**src/flash_guard_pkg.sv**
```systemverilog
// Constants and types shared by the flash program/erase guard
package flash_guard_pkg;
  // ********************************
  // Register map
  // ********************************
  localparam int unsigned ADDR_W       = 8;
  localparam int unsigned DATA_W       = 32;
  localparam logic [7:0]  OFF_CTRL_ONE = 8'h00;
  localparam logic [7:0]  OFF_CTRL_TWO = 8'h04;
  localparam logic [7:0]  OFF_ERASE    = 8'h08;
  localparam logic [7:0]  OFF_STATUS   = 8'h0C;
  localparam logic [7:0]  OFF_OVERLAY  = 8'h10;
  localparam logic [1:0]  RESP_OKAY    = 2'h0;
  localparam logic [1:0]  RESP_SLVERR  = 2'h2;
  // ********************************
  // Field layout and reset values
  // ********************************
  localparam int unsigned CTRL_ONE_W   = 7;
  localparam int unsigned P_BIT        = 0;
  localparam int unsigned E_BIT        = 1;
  localparam int unsigned PGM_VFY_BIT  = 2;
  localparam int unsigned ERS_VFY_BIT  = 3;
  localparam int unsigned PSU_BIT      = 4;
  localparam int unsigned ESU_BIT      = 5;
  localparam int unsigned WR_EN_BIT    = 6;
  localparam logic [6:0]  CTRL_ONE_RST = 7'h00;
  localparam int unsigned CTRL_TWO_W   = 8;
  localparam logic [7:0]  CTRL_TWO_RST = 8'h00;
  localparam int unsigned BLKSEL_W     = 8;
  localparam logic [7:0]  BLKSEL_RST   = 8'h00;
  localparam int unsigned OVL_W        = 4;
  localparam logic [3:0]  OVL_RST      = 4'h0;
  localparam int unsigned OVL_SEL_BIT  = 0;
  localparam int unsigned BLK_LSB      = 1;
  localparam int unsigned BLK_MSB      = 3;
  localparam int unsigned STAT_ERR_BIT = 0;
  localparam int unsigned STAT_ST_LSB  = 1;
  localparam int unsigned STAT_PM_BIT  = 4;
  localparam int unsigned STAT_EM_BIT  = 3;
  // ********************************
  // Overlay window and timing
  // ********************************
  localparam int unsigned CPU_ADDR_W   = 24;
  localparam int unsigned WIN_W        = 10;
  localparam logic [23:0] RAM_BASE     = 24'hFFF000;
  localparam logic [23:0] RAM_LAST     = 24'hFFF3FF;
  localparam logic [10:0] FLASH_HI     = 11'h000;
  localparam int unsigned EXT_RESET_MIN_CYCLES = 20;
  // ********************************
  // Guard state
  // ********************************
  typedef enum logic [1:0] {
    ST_PROTECTED = 2'h0,
    ST_READY     = 2'h1,
    ST_ACTIVE    = 2'h3,
    ST_ERROR     = 2'h2
  } guard_state_t;
endpackage : flash_guard_pkg

```
**src/flash_guard.sv**
```systemverilog
// Flash program/erase protection guard with register slave and RAM overlay
`timescale 1ns/1ps
`default_nettype none
module flash_guard (
  input  wire logic                clock,
  input  wire logic                nrst,
  input  wire logic                ce,
  input  wire logic [7:0]          awaddr,
  input  wire logic                awvalid,
  output var  logic                awready,
  input  wire logic [31:0]         wdata,
  input  wire logic [3:0]          wstrb,
  input  wire logic                wvalid,
  output var  logic                wready,
  output var  logic [1:0]          bresp,
  output var  logic                bvalid,
  input  wire logic                bready,
  input  wire logic [7:0]          araddr,
  input  wire logic                arvalid,
  output var  logic                arready,
  output var  logic [31:0]         rdata,
  output var  logic [1:0]          rresp,
  output var  logic                rvalid,
  input  wire logic                rready,
  input  wire logic                flash_write_enable_pin,
  input  wire logic                watchdog_timer_reset,
  input  wire logic                hw_standby,
  input  wire logic                sw_standby,
  input  wire logic                flash_read,
  input  wire logic                exc_start,
  input  wire logic                exc_excluded,
  input  wire logic                sleep_exec,
  input  wire logic                bus_release,
  input  wire logic                nmi_in,
  input  wire logic                cpu_req,
  input  wire logic [23:0]         cpu_addr,
  output var  logic                nmi_out,
  output var  logic                program_mode,
  output var  logic                erase_mode,
  output var  logic                program_verify_mode,
  output var  logic                erase_verify_mode,
  output var  logic [7:0]          erase_block_en,
  output var  logic                ram_hit,
  output var  logic [9:0]          ram_offset
);
  // ********************************
  // Register state
  // ********************************
  logic [6:0]                      ctrl_one_r;
  logic [6:0]                      ctrl_one_nxt;
  logic [7:0]                      ctrl_two_r;
  logic [7:0]                      ctrl_two_nxt;
  logic [7:0]                      erase_sel_r;
  logic [7:0]                      erase_sel_nxt;
  logic [3:0]                      ovl_r;
  logic [3:0]                      ovl_nxt;
  logic                            err_r;
  logic                            err_nxt;
  flash_guard_pkg::guard_state_t   state_r;
  flash_guard_pkg::guard_state_t   state_nxt;
  logic                            aw_held_r;
  logic [7:0]                      aw_addr_r;
  logic                            w_held_r;
  logic [31:0]                     w_data_r;
  logic [3:0]                      w_strb_r;
  logic [7:0]                      erase_en_nxt;

  // ********************************
  // Bus decode
  // ********************************
  wire        aw_take   = awvalid & awready;
  wire        w_take    = wvalid & wready;
  wire        aw_have   = aw_held_r | aw_take;
  wire        w_have    = w_held_r | w_take;
  wire        do_write  = aw_have & w_have;
  wire [7:0]  wr_addr   = aw_held_r ? aw_addr_r : awaddr;
  wire [31:0] wr_data   = w_held_r ? w_data_r : wdata;
  wire [3:0]  wr_strb   = w_held_r ? w_strb_r : wstrb;
  wire        wr_lane   = do_write & wr_strb[0];
  wire        wr_one    = wr_lane & (wr_addr == flash_guard_pkg::OFF_CTRL_ONE);
  wire        wr_two    = wr_lane & (wr_addr == flash_guard_pkg::OFF_CTRL_TWO);
  wire        wr_erase  = wr_lane & (wr_addr == flash_guard_pkg::OFF_ERASE);
  wire        wr_ovl    = wr_lane & (wr_addr == flash_guard_pkg::OFF_OVERLAY);
  wire        wr_mapped = (wr_addr == flash_guard_pkg::OFF_CTRL_ONE) |
                          (wr_addr == flash_guard_pkg::OFF_CTRL_TWO) |
                          (wr_addr == flash_guard_pkg::OFF_ERASE) |
                          (wr_addr == flash_guard_pkg::OFF_STATUS) |
                          (wr_addr == flash_guard_pkg::OFF_OVERLAY);
  wire        aw_held_nxt = aw_have & ~do_write;
  wire        w_held_nxt  = w_have & ~do_write;
  wire        bvalid_nxt  = do_write | (bvalid & ~bready);
  wire        ar_take     = arvalid & arready;
  wire        rvalid_nxt  = ar_take | (rvalid & ~rready);
  wire [31:0] status_word = {27'h0, program_mode, erase_mode, state_r, err_r};
  wire        rd_one    = araddr == flash_guard_pkg::OFF_CTRL_ONE;
  wire        rd_two    = araddr == flash_guard_pkg::OFF_CTRL_TWO;
  wire        rd_erase  = araddr == flash_guard_pkg::OFF_ERASE;
  wire        rd_stat   = araddr == flash_guard_pkg::OFF_STATUS;
  wire        rd_ovl    = araddr == flash_guard_pkg::OFF_OVERLAY;
  wire [31:0] rd_word   = rd_one   ? {25'h0, ctrl_one_r} :
                          rd_two   ? {24'h000000, ctrl_two_r} :
                          rd_erase ? {24'h000000, erase_sel_r} :
                          rd_stat  ? status_word :
                          rd_ovl   ? {28'h0000000, ovl_r} : 32'h00000000;
  wire        rd_ok     = rd_one | rd_two | rd_erase | rd_stat | rd_ovl;

  // ********************************
  // Protection conditions
  // ********************************
  wire        err_release = watchdog_timer_reset | hw_standby;
  wire        all_standby = hw_standby | sw_standby;
  wire        reg_clear   = err_release | all_standby | ~flash_write_enable_pin;
  wire        busy        = ctrl_one_r[flash_guard_pkg::P_BIT] |
                            ctrl_one_r[flash_guard_pkg::E_BIT];
  wire        err_evt     = busy & (flash_read | (exc_start & ~exc_excluded) |
                            sleep_exec | bus_release);
  wire        ovl_on_nxt  = ovl_nxt[flash_guard_pkg::OVL_SEL_BIT];
  wire        wen_nxt     = ctrl_one_nxt[flash_guard_pkg::WR_EN_BIT];
  wire        ovl_active  = ovl_r[flash_guard_pkg::OVL_SEL_BIT] & flash_write_enable_pin;
  wire        in_ram      = (cpu_addr >= flash_guard_pkg::RAM_BASE) &
                            (cpu_addr <= flash_guard_pkg::RAM_LAST);
  wire        in_window   = cpu_addr[23:10] == {flash_guard_pkg::FLASH_HI,
                            ovl_r[flash_guard_pkg::BLK_MSB:flash_guard_pkg::BLK_LSB]};

  // ********************************
  // Next register values
  // ********************************
  always_comb begin
    ctrl_one_nxt = wr_one ? wr_data[6:0] : ctrl_one_r;
    if (!ctrl_one_nxt[flash_guard_pkg::WR_EN_BIT]) begin
      ctrl_one_nxt[flash_guard_pkg::P_BIT]   = 1'b0;
      ctrl_one_nxt[flash_guard_pkg::E_BIT]   = 1'b0;
      ctrl_one_nxt[flash_guard_pkg::PSU_BIT] = 1'b0;
      ctrl_one_nxt[flash_guard_pkg::ESU_BIT] = 1'b0;
    end
    if (reg_clear) begin
      ctrl_one_nxt = flash_guard_pkg::CTRL_ONE_RST;
    end
  end

  always_comb begin
    ctrl_two_nxt  = wr_two ? wr_data[7:0] : ctrl_two_r;
    erase_sel_nxt = wr_erase ? wr_data[7:0] : erase_sel_r;
    ovl_nxt       = wr_ovl ? wr_data[3:0] : ovl_r;
    if (err_release | all_standby) begin
      ctrl_two_nxt = flash_guard_pkg::CTRL_TWO_RST;
    end
    if (reg_clear) begin
      erase_sel_nxt = flash_guard_pkg::BLKSEL_RST;
    end
  end

  // Error flag: only release events and nrst clear it
  always_comb begin
    err_nxt = err_r | err_evt;
    if (err_release) begin
      err_nxt = 1'b0;
    end
  end

  // ********************************
  // Guard state machine
  // ********************************
  always_comb begin
    unique case (state_r)
      flash_guard_pkg::ST_PROTECTED,
      flash_guard_pkg::ST_READY,
      flash_guard_pkg::ST_ACTIVE,
      flash_guard_pkg::ST_ERROR: begin
        if (err_nxt) begin
          state_nxt = flash_guard_pkg::ST_ERROR;
        end else if (ctrl_one_nxt[flash_guard_pkg::P_BIT] |
                     ctrl_one_nxt[flash_guard_pkg::E_BIT]) begin
          state_nxt = flash_guard_pkg::ST_ACTIVE;
        end else if (wen_nxt) begin
          state_nxt = flash_guard_pkg::ST_READY;
        end else begin
          state_nxt = flash_guard_pkg::ST_PROTECTED;
        end
      end
    endcase
  end

  wire run_ok   = (state_nxt == flash_guard_pkg::ST_ACTIVE) & ~ovl_on_nxt;
  wire pm_nxt   = run_ok & ctrl_one_nxt[flash_guard_pkg::P_BIT];
  wire em_nxt   = run_ok & ctrl_one_nxt[flash_guard_pkg::E_BIT] & (|erase_sel_nxt);
  wire pvm_nxt  = wen_nxt & ctrl_one_nxt[flash_guard_pkg::PGM_VFY_BIT];
  wire evm_nxt  = wen_nxt & ctrl_one_nxt[flash_guard_pkg::ERS_VFY_BIT];
  wire busy_nxt = ctrl_one_nxt[flash_guard_pkg::P_BIT] | ctrl_one_nxt[flash_guard_pkg::E_BIT];
  wire nmi_nxt  = nmi_in & ~busy_nxt & ~err_nxt;
  wire hit_nxt  = cpu_req & (in_ram | (ovl_active & in_window));

  genvar gi;
  generate
    for (gi = 0; gi < flash_guard_pkg::BLKSEL_W; gi++) begin : g_blk
      assign erase_en_nxt[gi] = em_nxt & erase_sel_nxt[gi];
    end
  endgenerate

  // ********************************
  // Flip-flops
  // ********************************
  always_ff @(posedge clock) begin
    if (!nrst) begin
      ctrl_one_r  <= flash_guard_pkg::CTRL_ONE_RST;
      ctrl_two_r  <= flash_guard_pkg::CTRL_TWO_RST;
      erase_sel_r <= flash_guard_pkg::BLKSEL_RST;
      ovl_r       <= flash_guard_pkg::OVL_RST;
      err_r       <= 1'b0;
      state_r     <= flash_guard_pkg::ST_PROTECTED;
    end else if (ce) begin
      ctrl_one_r  <= ctrl_one_nxt;
      ctrl_two_r  <= ctrl_two_nxt;
      erase_sel_r <= erase_sel_nxt;
      ovl_r       <= ovl_nxt;
      err_r       <= err_nxt;
      state_r     <= state_nxt;
    end
  end

  always_ff @(posedge clock) begin
    if (!nrst) begin
      program_mode        <= 1'b0;
      erase_mode          <= 1'b0;
      program_verify_mode <= 1'b0;
      erase_verify_mode   <= 1'b0;
      erase_block_en      <= 8'h00;
      nmi_out             <= 1'b0;
      ram_hit             <= 1'b0;
      ram_offset          <= 10'h000;
    end else if (ce) begin
      program_mode        <= pm_nxt;
      erase_mode          <= em_nxt;
      program_verify_mode <= pvm_nxt;
      erase_verify_mode   <= evm_nxt;
      erase_block_en      <= erase_en_nxt;
      nmi_out             <= nmi_nxt;
      ram_hit             <= hit_nxt;
      ram_offset          <= cpu_addr[9:0];
    end
  end

  always_ff @(posedge clock) begin
    if (!nrst) begin
      aw_held_r <= 1'b0;
      aw_addr_r <= 8'h00;
      w_held_r  <= 1'b0;
      w_data_r  <= 32'h00000000;
      w_strb_r  <= 4'h0;
      awready   <= 1'b0;
      wready    <= 1'b0;
      bvalid    <= 1'b0;
      bresp     <= flash_guard_pkg::RESP_OKAY;
      arready   <= 1'b0;
      rvalid    <= 1'b0;
      rdata     <= 32'h00000000;
      rresp     <= flash_guard_pkg::RESP_OKAY;
    end else if (ce) begin
      aw_held_r <= aw_held_nxt;
      w_held_r  <= w_held_nxt;
      if (aw_take) begin
        aw_addr_r <= awaddr;
      end
      if (w_take) begin
        w_data_r <= wdata;
        w_strb_r <= wstrb;
      end
      awready <= ~aw_held_nxt & ~bvalid_nxt;
      wready  <= ~w_held_nxt & ~bvalid_nxt;
      bvalid  <= bvalid_nxt;
      if (do_write) begin
        bresp <= wr_mapped ? flash_guard_pkg::RESP_OKAY : flash_guard_pkg::RESP_SLVERR;
      end
      arready <= ~rvalid_nxt;
      rvalid  <= rvalid_nxt;
      if (ar_take) begin
        rdata <= rd_word;
        rresp <= rd_ok ? flash_guard_pkg::RESP_OKAY : flash_guard_pkg::RESP_SLVERR;
      end
    end
  end
endmodule : flash_guard
`default_nettype wire

```
**config.mk**
```make
export PLATFORM = sky130hd
export DESIGN_NAME = flash_guard
export DESIGN_NICKNAME = d
export VERILOG_FILES = /design/src/flash_guard_pkg.sv /design/src/flash_guard.sv
export SDC_FILE = /design/constraint.sdc
export NUM_CORES = 1
export LEC_CHECK = 0
export ABC_AREA = 1
export ABC_CLOCK_PERIOD_IN_PS = 1800
export BUFFER_PORTS_ARGS = -buffer_cell sky130_fd_sc_hd__buf_2
export CAP_MARGIN = 20
export CORE_ASPECT_RATIO = 1.4
export CORE_MARGIN = 8
export CORE_UTILIZATION = 45
export DETAILED_ROUTE_END_ITERATION = 10
export GPL_ROUTABILITY_DRIVEN = 0
export PLACE_DENSITY = 0.74
export SLEW_MARGIN = 20
export SYNTH_ARGS = -nofsm -noshare
export SYNTH_HDL_FRONTEND = slang
export SYNTH_SLANG_ARGS = --single-unit
```
**constraint.sdc**
```tcl
create_clock -name clock -period 1.8 [get_ports clock]
set_clock_uncertainty 0.2 [all_clocks]
set_input_delay 0.36 -clock clock [delete_from_list [all_inputs] [get_ports clock]]
set_output_delay 0.36 -clock clock [all_outputs]
set_load 0.005 [all_outputs]
```
# Word level (Yosys, flattened, before mapping)
# Index checks and enable logic that the tools add are counted.
word_totals:
  out_inout_bits: 65
  input_bits: 95
  elab_cells: 154
  register_bits: 114
classes:
  mux: 24
  n_reduce_logical: 13
  magnitude_cmp: 2
  bitwise_logic: 72
  eq_ne: 14
op_table:
  columns: ["operator", "n"]
  rows:
  - ["2-to-1 mux 8 bit", 9]
  - ["bitwise AND 1 bit", 37]
  - ["equality test 8 x 4 -> 1 bit (second input constant)", 4]
  - ["greater-or-equal comparator 24 bit (second input constant)", 1]
  - ["less-or-equal comparator 24 bit (second input constant)", 1]
  - ["OR 1 bit", 23]
  - ["equality test 8 x 3 -> 1 bit (second input constant)", 2]
  - ["equality test 8 x 5 -> 1 bit (second input constant)", 2]
  - ["logical NOT 8 bit", 2]
  - ["equality test 14 x 3 -> 1 bit", 1]
  - ["2-to-1 mux 2 bit", 7]
  - ["2-to-1 mux 7 bit", 2]
  - ["AND reduction 2 bit", 7]
  - ["NOT 1 bit", 12]
  - ["OR reduction 8 bit", 1]
  - ["equality test 2 bit (second input constant)", 3]
  - ["2-to-1 mux 5 bit", 1]
  - ["2-to-1 mux 1 bit", 4]
  - ["2-to-1 mux 4 bit", 1]
  - ["OR reduction 4 bit", 1]
  - ["!= test 3 bit (second input constant)", 1]
  - ["equality test 2 x 1 -> 1 bit (second input constant)", 1]
  - ["logical NOT 2 bit", 1]
  - ["nonzero test 2 bit", 1]

# Logic depth before layout (Yosys ltp)
# Gate-level depths: netlist of run 1.
depth:
  ltp_word: 17
  ltp_mapped: 15
  ltp_nobuf: 14

# Worst setup path after synthesis of run 1
# No wires, ideal clock.
synth_path:
  path_kind: "reg-to-reg"
  from: "reg aw_held_r"
  to: "reg erase_block_en[0]"
  path_slack_ps: -111
  period_less_slack_ps: 1911
  required_ps: 1465
  stages_incl_launch_ff: 16
  arrival_time_ps: 1576
  n_path_buf: 2
  setup_time_ps: 135
  cell_sequence: "dfxtp_1 buf_6 inv_6 nand2_4 nand2_2 nor2_4 nand2_2 nor2_4 buf_6 nand3_1 nand3_1 nand2_1 nor2_1 nand2_1 nand2_4 a21oi_2"
synth_between:
  elab_chain_len: 16
  word_cells_on_any_way: 28
  cone_classes: "eq/ne: 3; mux: 11; bitwise: 12; reduce/logical: 2"
synth_rtl:
  columns: ["item", "line_no", "text"]
  rows:
  - ["start, declared", "flash_guard.sv:61", "logic aw_held_r;"]
  - ["start signal, assigned", "flash_guard.sv:259", "aw_held_r <= aw_held_nxt;"]
  - ["OR 1 bit", "flash_guard.sv:73", "wire aw_have = aw_held_r | aw_take;"]
  - ["bitwise AND 1 bit", "flash_guard.sv:75", "wire do_write = aw_have & w_have;"]
  - ["bitwise AND 1 bit", "flash_guard.sv:79", "wire wr_lane = do_write & wr_strb[0];"]
  - ["bitwise AND 1 bit", "flash_guard.sv:80", "wire wr_one = wr_lane & (wr_addr == flash_guard_pkg::OFF_CTRL_ONE);"]
  - ["2-to-1 mux 7 bit", "flash_guard.sv:129", "ctrl_one_nxt = wr_one ? wr_data[6:0] : ctrl_one_r;"]
  - ["2-to-1 mux 2 bit", "flash_guard.sv:130", "if (!ctrl_one_nxt[flash_guard_pkg::WR_EN_BIT]) begin"]
  - ["2-to-1 mux 7 bit", "flash_guard.sv:136", "if (reg_clear) begin"]
  - ["OR 1 bit", "flash_guard.sv:172", "end else if (ctrl_one_nxt[flash_guard_pkg::P_BIT] |"]
  - ["2-to-1 mux 2 bit", "flash_guard.sv:172", null]
  - ["2-to-1 mux 2 bit", "flash_guard.sv:170", "if (err_nxt) begin"]
  - ["2-to-1 mux 2 bit", "flash_guard.sv:165", "unique case (state_r)"]
  - ["equality test 2 bit", "flash_guard.sv:184", "wire run_ok = (state_nxt == flash_guard_pkg::ST_ACTIVE) & ~ovl_on_nxt;"]
  - ["bitwise AND 1 bit", "flash_guard.sv:184", null]
  - ["bitwise AND 1 bit (2 in series)", "flash_guard.sv:186", "wire em_nxt = run_ok & ctrl_one_nxt[flash_guard_pkg::E_BIT] & (|erase_sel_nxt);"]
  - ["bitwise AND 1 bit *", "flash_guard.sv:196", "assign erase_en_nxt[gi] = em_nxt & erase_sel_nxt[gi];"]
  - ["end signal, assigned", "flash_guard.sv:236", "erase_block_en <= erase_en_nxt;"]
  - ["end, declared", "flash_guard.sv:42", "output var logic [7:0] erase_block_en,"]
# Every way passes the cells marked *; elsewhere a longest branch is shown, timed or not. The select of a mux whose other input is x is not followed.
# A chain may end at the register's enable or synchronous reset.

# Final worst setup path of run 1
layout_path:
  from: "reg aw_held_r"
  to: "reg erase_block_en[1]"
# The elaborated chain is that of the path after synthesis.

==> results of run 1 <==
## flip-flops by register name, indices dropped and copies added, names as in the netlist, 2 cells and up
signal	cells
ctrl_one_r	7
erase_sel_r	8
ovl_r	4
aw_addr_r	8
ram_offset	10
rdata	8
ctrl_two_r	8
w_data_r	8
erase_block_en	8
state_r	2
## power groups by stage
| stage | clock, mW | sequential (mW) | combinational (mW) |
|---|---|---|---|
| after floorplan | 0 | 2.08 | 0.289 |
| after global placement | 0 | 2.08 | 0.504 |
| after detailed placement | 0 | 2.08 | 0.519 |
| after CTS | 1.94 | 2.03 | 0.526 |
| after global routing | 2.02 | 2.04 | 0.595 |
| final | 1.90 | 2.03 | 0.538 |
## cell usage in the layout, fill, tap and decap left out, types with 26 or more instances in the layout
cell type | netlist | final
dfxtp_1 | 88 | 87
conb_1 | 1 | 26
nor2_1 | 88 | 86
buf_2 | 2 | 106
nand2_1 | 96 | 93
buf_4 | 26 | 69
a21oi_1 | 56 | 56
nand3_1 | 35 | 33
o21ai_0 | 80 | 72
inv_1 | 84 | 84
## final timing paths
kind         cells after the start  slack, ns                              to                      from
max                             13      -0.31  erase_block_en[1]$_SDFFE_PN0P_    aw_held_r$_SDFFE_PN0P_
min                              3       0.03      ram_offset[3]$_SDFFE_PN0P_               cpu_addr[3]
max reg2reg                     13      -0.31  erase_block_en[1]$_SDFFE_PN0P_    aw_held_r$_SDFFE_PN0P_
min reg2reg                      2       0.24        w_data_r[6]$_SDFFE_PN0P_  w_data_r[6]$_SDFFE_PN0P_
## layer usage
layer,global-route usage (%),up-vias,routed length [um]
met2,34.1,170,6630
li1,-,2394,-
met5,0,-,0
met1,19.5,2184,4890
met4,8.52,0,334
met3,5.24,29,1020
## final cells by class
class	instances	area, sq um	share of cell area, %
multi-input combinational	452	2250	37.8
inverter	89	342	5.72
sequential	88	1770	29.6
tap	135	169	2.83
clock buffer	11	253	4.24
timing repair buffer	179	1130	18.9
clock inverter	5	55.1	0.923
## per-stage QoR
stage	cell area, sq um	hold WS (ns)	cells
2_1_floorplan	4630	0.224	679
3_3_place_gp	5610	0.231	941
3_5_place_dp	5610	0.237	941
4_1_cts	5940	0.0262	958
5_1_grt	5970	0.0417	959
6_report	5970	0.0345	959
## cells by family (layout without fill, tap and decap cells)
kind of cell	count (synthesis)	after routing	synth area share, %
buf+inv	140	284	14.3
xor+xnor	2	2	0.389
compound gates	171	171	21.1
flops	88	88	39.1
simple gates	252	253	24.9
other cells	1	26	0.0833
## worst max-delay path, cell delays in order (launching register included)
cell and delay, ns:
dfxtp_4 0.42, inv_6 0.06, nand2_2 0.06, nand2_2 0.07
nor2_4 0.12, nand2_4 0.08, nor2_4 0.17, buf_4 0.15
nand4_4 0.07, nand2_4 0.11, nand3_2 0.10, nor2_4 0.15
nand2_4 0.13, a21oi_2 0.15
## what timing repair did
item / in CTS / in global routing
endpoints found under the hold margin: 0 / 0
setup buffers: 0 / 1
gates resized for setup: 7 / 10
pin swaps: 1 / 1
gates cloned: 1 / 0
endpoints found under the setup margin: 42 / 42
==> run summary, run 1 <==
First-pass GRT wire length - 20600 um
Hold Violations, Final - 0
Via count - 4777
Die height - 134 um
Nets - 914
Sequential-to-total area share from yosys stat - 39.1%
Share of layout cells above drive strength 1 - 28.6%
DRC errors left - 0
Filler cells - 913
Die ar. - 13500 sq um
Pre-Repair DR Iteration Count - 5
Max clock buf depth - 2
Yosys warning total - 0
Gr usage total - 18.9%
Switching power share of the total - 24.4%
Crit share post-route - 117%
Core Area - 9850 sq um
Asr flop ratio synth - 0%
Routed WL - 12900 um
Area delta synth->final - 32.6%
Largest net degree at the start of global routing - 50
Minimum clock period - 2.11 ns
Hold-fix buffers, CTS - 0
Pwr Total - 4.48 mW
Primary FF master, synth - dfxtp_1
Crit path kind - flip-flop to flip-flop
RSZ-0062 raised after global routing - true
ANT cells - 0
CTS Sinks - 88
Peak supply drop - 0.594 mV
Violated checks - setup timing
1st-iter DRT viols - 204
Num CTS Buffers - 9
Top-area cell type share of the netlist area - 39.1%
Wire per inst - 13.4 um
Seq pwr share - 45.4%
Cell with the most instances after synthesis - nand2_1
Worst Hold Class - input pin to flip-flop
Max-slew violations - 0
Row cnt - 43
CP required - 1.88 ns
Seq cells post-synth - 88
Worst skew pair latency - 0.35 ns
Leading area contributor after synthesis - dfxtp_1
Setup violations, final - 40
Outcome - complete, but fails checks
# H-tree levels - 3
Sw Pwr - 1.09 mW
Maxcap violations - 0
Synth cell count leaders - nand2_1, dfxtp_1, nor2_1
Clk pwr share - 42.5%
Synth Instances - 654
Pint - 3.38 mW
Syn_area_per_cell - 6.88 sq um
Max frequency - 474 MHz
Number of global-route vias before repair - 4558
Yosys cell types - 41
Total gr overflow - 0
I/O Buffers - 106
Top post-synthesis cells by area - dfxtp_1, o21ai_0, nand2_1
Critical Path End Type - flip-flop
Leak - 2.78 nW
Startpoint types - flip-flop
Initial antenna violation count - 0
Routed Antenna Nets - 0
Worst Path Max Fanout - 10
CTS tree - built
Worst-path clk slew - 0.06 ns
Comb pwr share - 12.0%
Final core occ - 60.6%
PD cells - 750 nW/um^2
Setup WS pre-CTS - -0.409 ns
Setup TNS - -6.93 ns
Hpwl dp - 10000 um
Post-Syn Area - 4500 sq um
Worst Path Arrival - 2.19 ns
Starting Density - 45.7%
Num ports - 160
Root Driver - clkbuf_16
Setup slack after layout - -0.310 ns
Post-synth EDFFs - 0
DR vias/cell - 4.98
Die X - 101 um
No activity file was read; power rests on OpenSTA's default activity.
==> inputs of run 2 (changes only) <==
- BUFFER_PORTS_ARGS: -buffer_cell sky130_fd_sc_hd__buf_2 -> -buffer_cell sky130_fd_sc_hd__buf_4
- CTS_CLUSTER_SIZE: not set -> 28
==> run 2 against run 1 <==
Compared with the run above:
- the run still ends with setup timing left
- design area up 12%
- sequential cell count unchanged
- die area unchanged
- sequential power about the same
- non-clock buffer count up 8
- combinational power up 18%
- register-to-register slack worse by 0.20 ns
- cell count up 0.83%
- core utilization up 7.0 points
- first-iteration DRC count up 76%
- global-route usage up 1.2 points
==> run summary, run 2 (synthesis results as in run 1) <==
Total gr overflow - 0 (unchanged)
CP required - 1.82 ns (was 1.88 ns)
Crit share post-route - 128% (was 117%)
Post-route cell area - 6660 sq um (was 5970 sq um)
Gr usage total - 20.0% (was 18.9%)
ANT cells - 0 (unchanged)
Leak - 2.96 nW (was 2.78 nW)
DRC errors left - 0 (unchanged)
Minimum clock period - 2.31 ns (was 2.11 ns)
Starting Density - 45.7% (unchanged)
Root Driver - clkbuf_16 (unchanged)
Setup slack after layout - -0.508 ns (was -0.310 ns)
Initial antenna violation count - 0 (unchanged)
Max clock buf depth - 2 (unchanged)
Max frequency - 433 MHz (was 474 MHz)
Comb pwr share - 13.5% (was 12.0%)
Setup violations, final - 42 (was 40)
Startpoint types - flip-flop (unchanged)
Hold Violations, Final - 0 (unchanged)
Switching power share of the total - 24.4% (about the same)
PD cells - 706 nW/um^2 (was 750 nW/um^2)
Hpwl dp - 10400 um (was 10000 um)
Die X - 101 um (unchanged)
Critical Path End Type - flip-flop (unchanged)
Worst Path Arrival - 2.33 ns (was 2.19 ns)
# H-tree levels - 3 (unchanged)
Crit path cell chain - buf_4, nand3_1, nand2_2, nand2_2, nor2_4, buf_6, buf_6, nand3_1, nand3_2, nand2_1, nor2_1, nand2_2, nand2_4, a21oi_2 (was inv_6, nand2_2, nand2_2, nor2_4, nand2_4, nor2_4, buf_4, nand4_4, nand2_4, nand3_2, nor2_4, nand2_4, a21oi_2)
Pint - 3.55 mW (was 3.38 mW)
Final core occ - 67.6% (was 60.6%)
Worst Path Max Fanout - 5 (was 10)
Largest net degree at the start of global routing - 33 (was 50)
Pwr Total - 4.70 mW (was 4.48 mW)
Clk pwr share - 43.1% (was 42.5%)
Largest stage delay, worst path - 0.39 ns (was 0.42 ns)
Outcome - complete, but fails checks (unchanged)
Routed Antenna Nets - 0 (unchanged)
Most frequent cells in the layout - buf_4, dfxtp_1, nand2_1 (was buf_2, nand2_1, dfxtp_1)
DR vias/cell - 5.25 (was 4.98)
Die ar. - 13500 sq um (unchanged)
Peak supply drop - 0.588 mV (was 0.594 mV)
CTS tree - built (unchanged)
Worst skew pair latency - 0.35 ns (about the same)
CTS Sinks - 88 (unchanged)
Share of layout cells above drive strength 1 - 35.3% (was 28.6%)
Reg with most FFs - ram_offset (unchanged)
Num ports - 160 (unchanged)
Number of global-route vias before repair - 4705 (was 4558)
Violated checks - setup timing (unchanged)
Sw Pwr - 1.15 mW (was 1.09 mW)
Maxcap violations - 0 (unchanged)
Max-slew violations - 0 (unchanged)
Routed WL - 15400 um (was 12900 um)
Wire per inst - 15.9 um (was 13.4 um)
Worst-path clk slew - 0.06 ns (about the same)
Crit path kind - flip-flop to flip-flop (unchanged)
Most frequent CP cell - nand2_2
Die height - 134 um (unchanged)
Area delta synth->final - 47.9% (was 32.6%)
CP max stage cell - dfxtp_4 (unchanged)
Row cnt - 43 (unchanged)
RSZ-0062 raised after global routing - true (unchanged)
1st-iter DRT viols - 359 (was 204)
Nets - 922 (was 914)
Commonest non-fill, non-tap cell in the layout - buf_4 (was buf_2)
Max reg flops - 10 (unchanged)
Seq pwr share - 43.3% (was 45.4%)
Pre-Repair DR Iteration Count - 5 (unchanged)
Worst Hold Class - input pin to flip-flop (unchanged)
First-pass GRT wire length - 21700 um (was 20600 um)
Dpl cell area - 5850 sq um (was 5610 sq um)
Setup TNS - -11.26 ns (was -6.93 ns)
Core Area - 9850 sq um (unchanged)
Num CTS Buffers - 9 (unchanged)
Via count - 5076 (was 4777)
I/O Buffers - 106 (unchanged)
run 2: cell count changes in the layout (fill, tap and decap cells not counted), sizes merged:
cell	change
buf	+8
bufinv	+1
clkinvlp	-2
inv	+1
nand2	+1
nor2	-1
run 2: repair_timing:
| item | 4_1_cts | 5_1_grt |
|---|---|---|
| hold buffers | 0 | 0 |
| setup buffers | 1 | 10 |
| gates cloned | 0 | 1 |
| pin swaps | 3 | 29 |
| resized for setup | 14 | 93 |
| endpoints found under the setup margin | 42 | 42 |
run 2: metrics by stage:
step,worst slack [ns],std cells,hold WS (ns)
2_1_floorplan,-0.106,679,0.224
5_1_grt,-0.627,967,0.0429
3_3_place_gp,-0.356,939,0.232
3_5_place_dp,-0.419,939,0.240
6_report,-0.508,967,0.0342
4_1_cts,-0.344,956,0.0310
run 2: final timing paths:
path                                  from                             end  slack, ns  cells past startpoint
hold / removal                 cpu_addr[5]      ram_offset[5]$_SDFFE_PN0P_       0.03                      3
hold reg to reg   w_data_r[0]$_SDFFE_PN0P_        w_data_r[0]$_SDFFE_PN0P_       0.25                      2
setup reg to reg    aw_held_r$_SDFFE_PN0P_  erase_block_en[7]$_SDFFE_PN0P_      -0.51                     14
setup / recovery    aw_held_r$_SDFFE_PN0P_  erase_block_en[7]$_SDFFE_PN0P_      -0.51                     14
run 2: final cells by class:
class | count | area, sq um
Clock inverter | 5 | 78.8
Timing Repair Buffer | 187 | 1500
Tap cell | 135 | 169
Multi-Input combinational cell | 452 | 2560
Sequential cell | 88 | 1770
Inverter | 89 | 344
Clock buffer | 11 | 243
Fill cell | 753 | 3190
run 2: critical path: cells and delay by family, from the launching register on:
| family | cells | cell delay, ns |
|---|---|---|
| and+or+nand+nor | 10 | 1.09 |
| AOI/OAI and AO/OA | 1 | 0.07 |
| DFF | 1 | 0.39 |
| buffers and inverters | 3 | 0.42 |
run 2: metal layers:
| layer | global-route usage (%) | routed length [um] | vias up |
|---|---|---|---|
| li1 | - | - | 2413 |
| met1 | 19.7 | 5370 | 2375 |
| met2 | 37.1 | 8120 | 228 |
| met3 | 4.10 | 1130 | 60 |
| met4 | 12.1 | 739 | 0 |
| met5 | 0 | 0 | - |
run 2: power by group through the flow:
stage          logic (mW)  registers (mW)  clock network (mW)
2_1_floorplan       0.289            2.08                   0
3_3_place_gp        0.554            2.08                   0
3_5_place_dp        0.569            2.08                   0
4_1_cts             0.579            2.04                2.03
5_1_grt             0.691            2.04                2.12
6_report            0.635            2.04                2.03
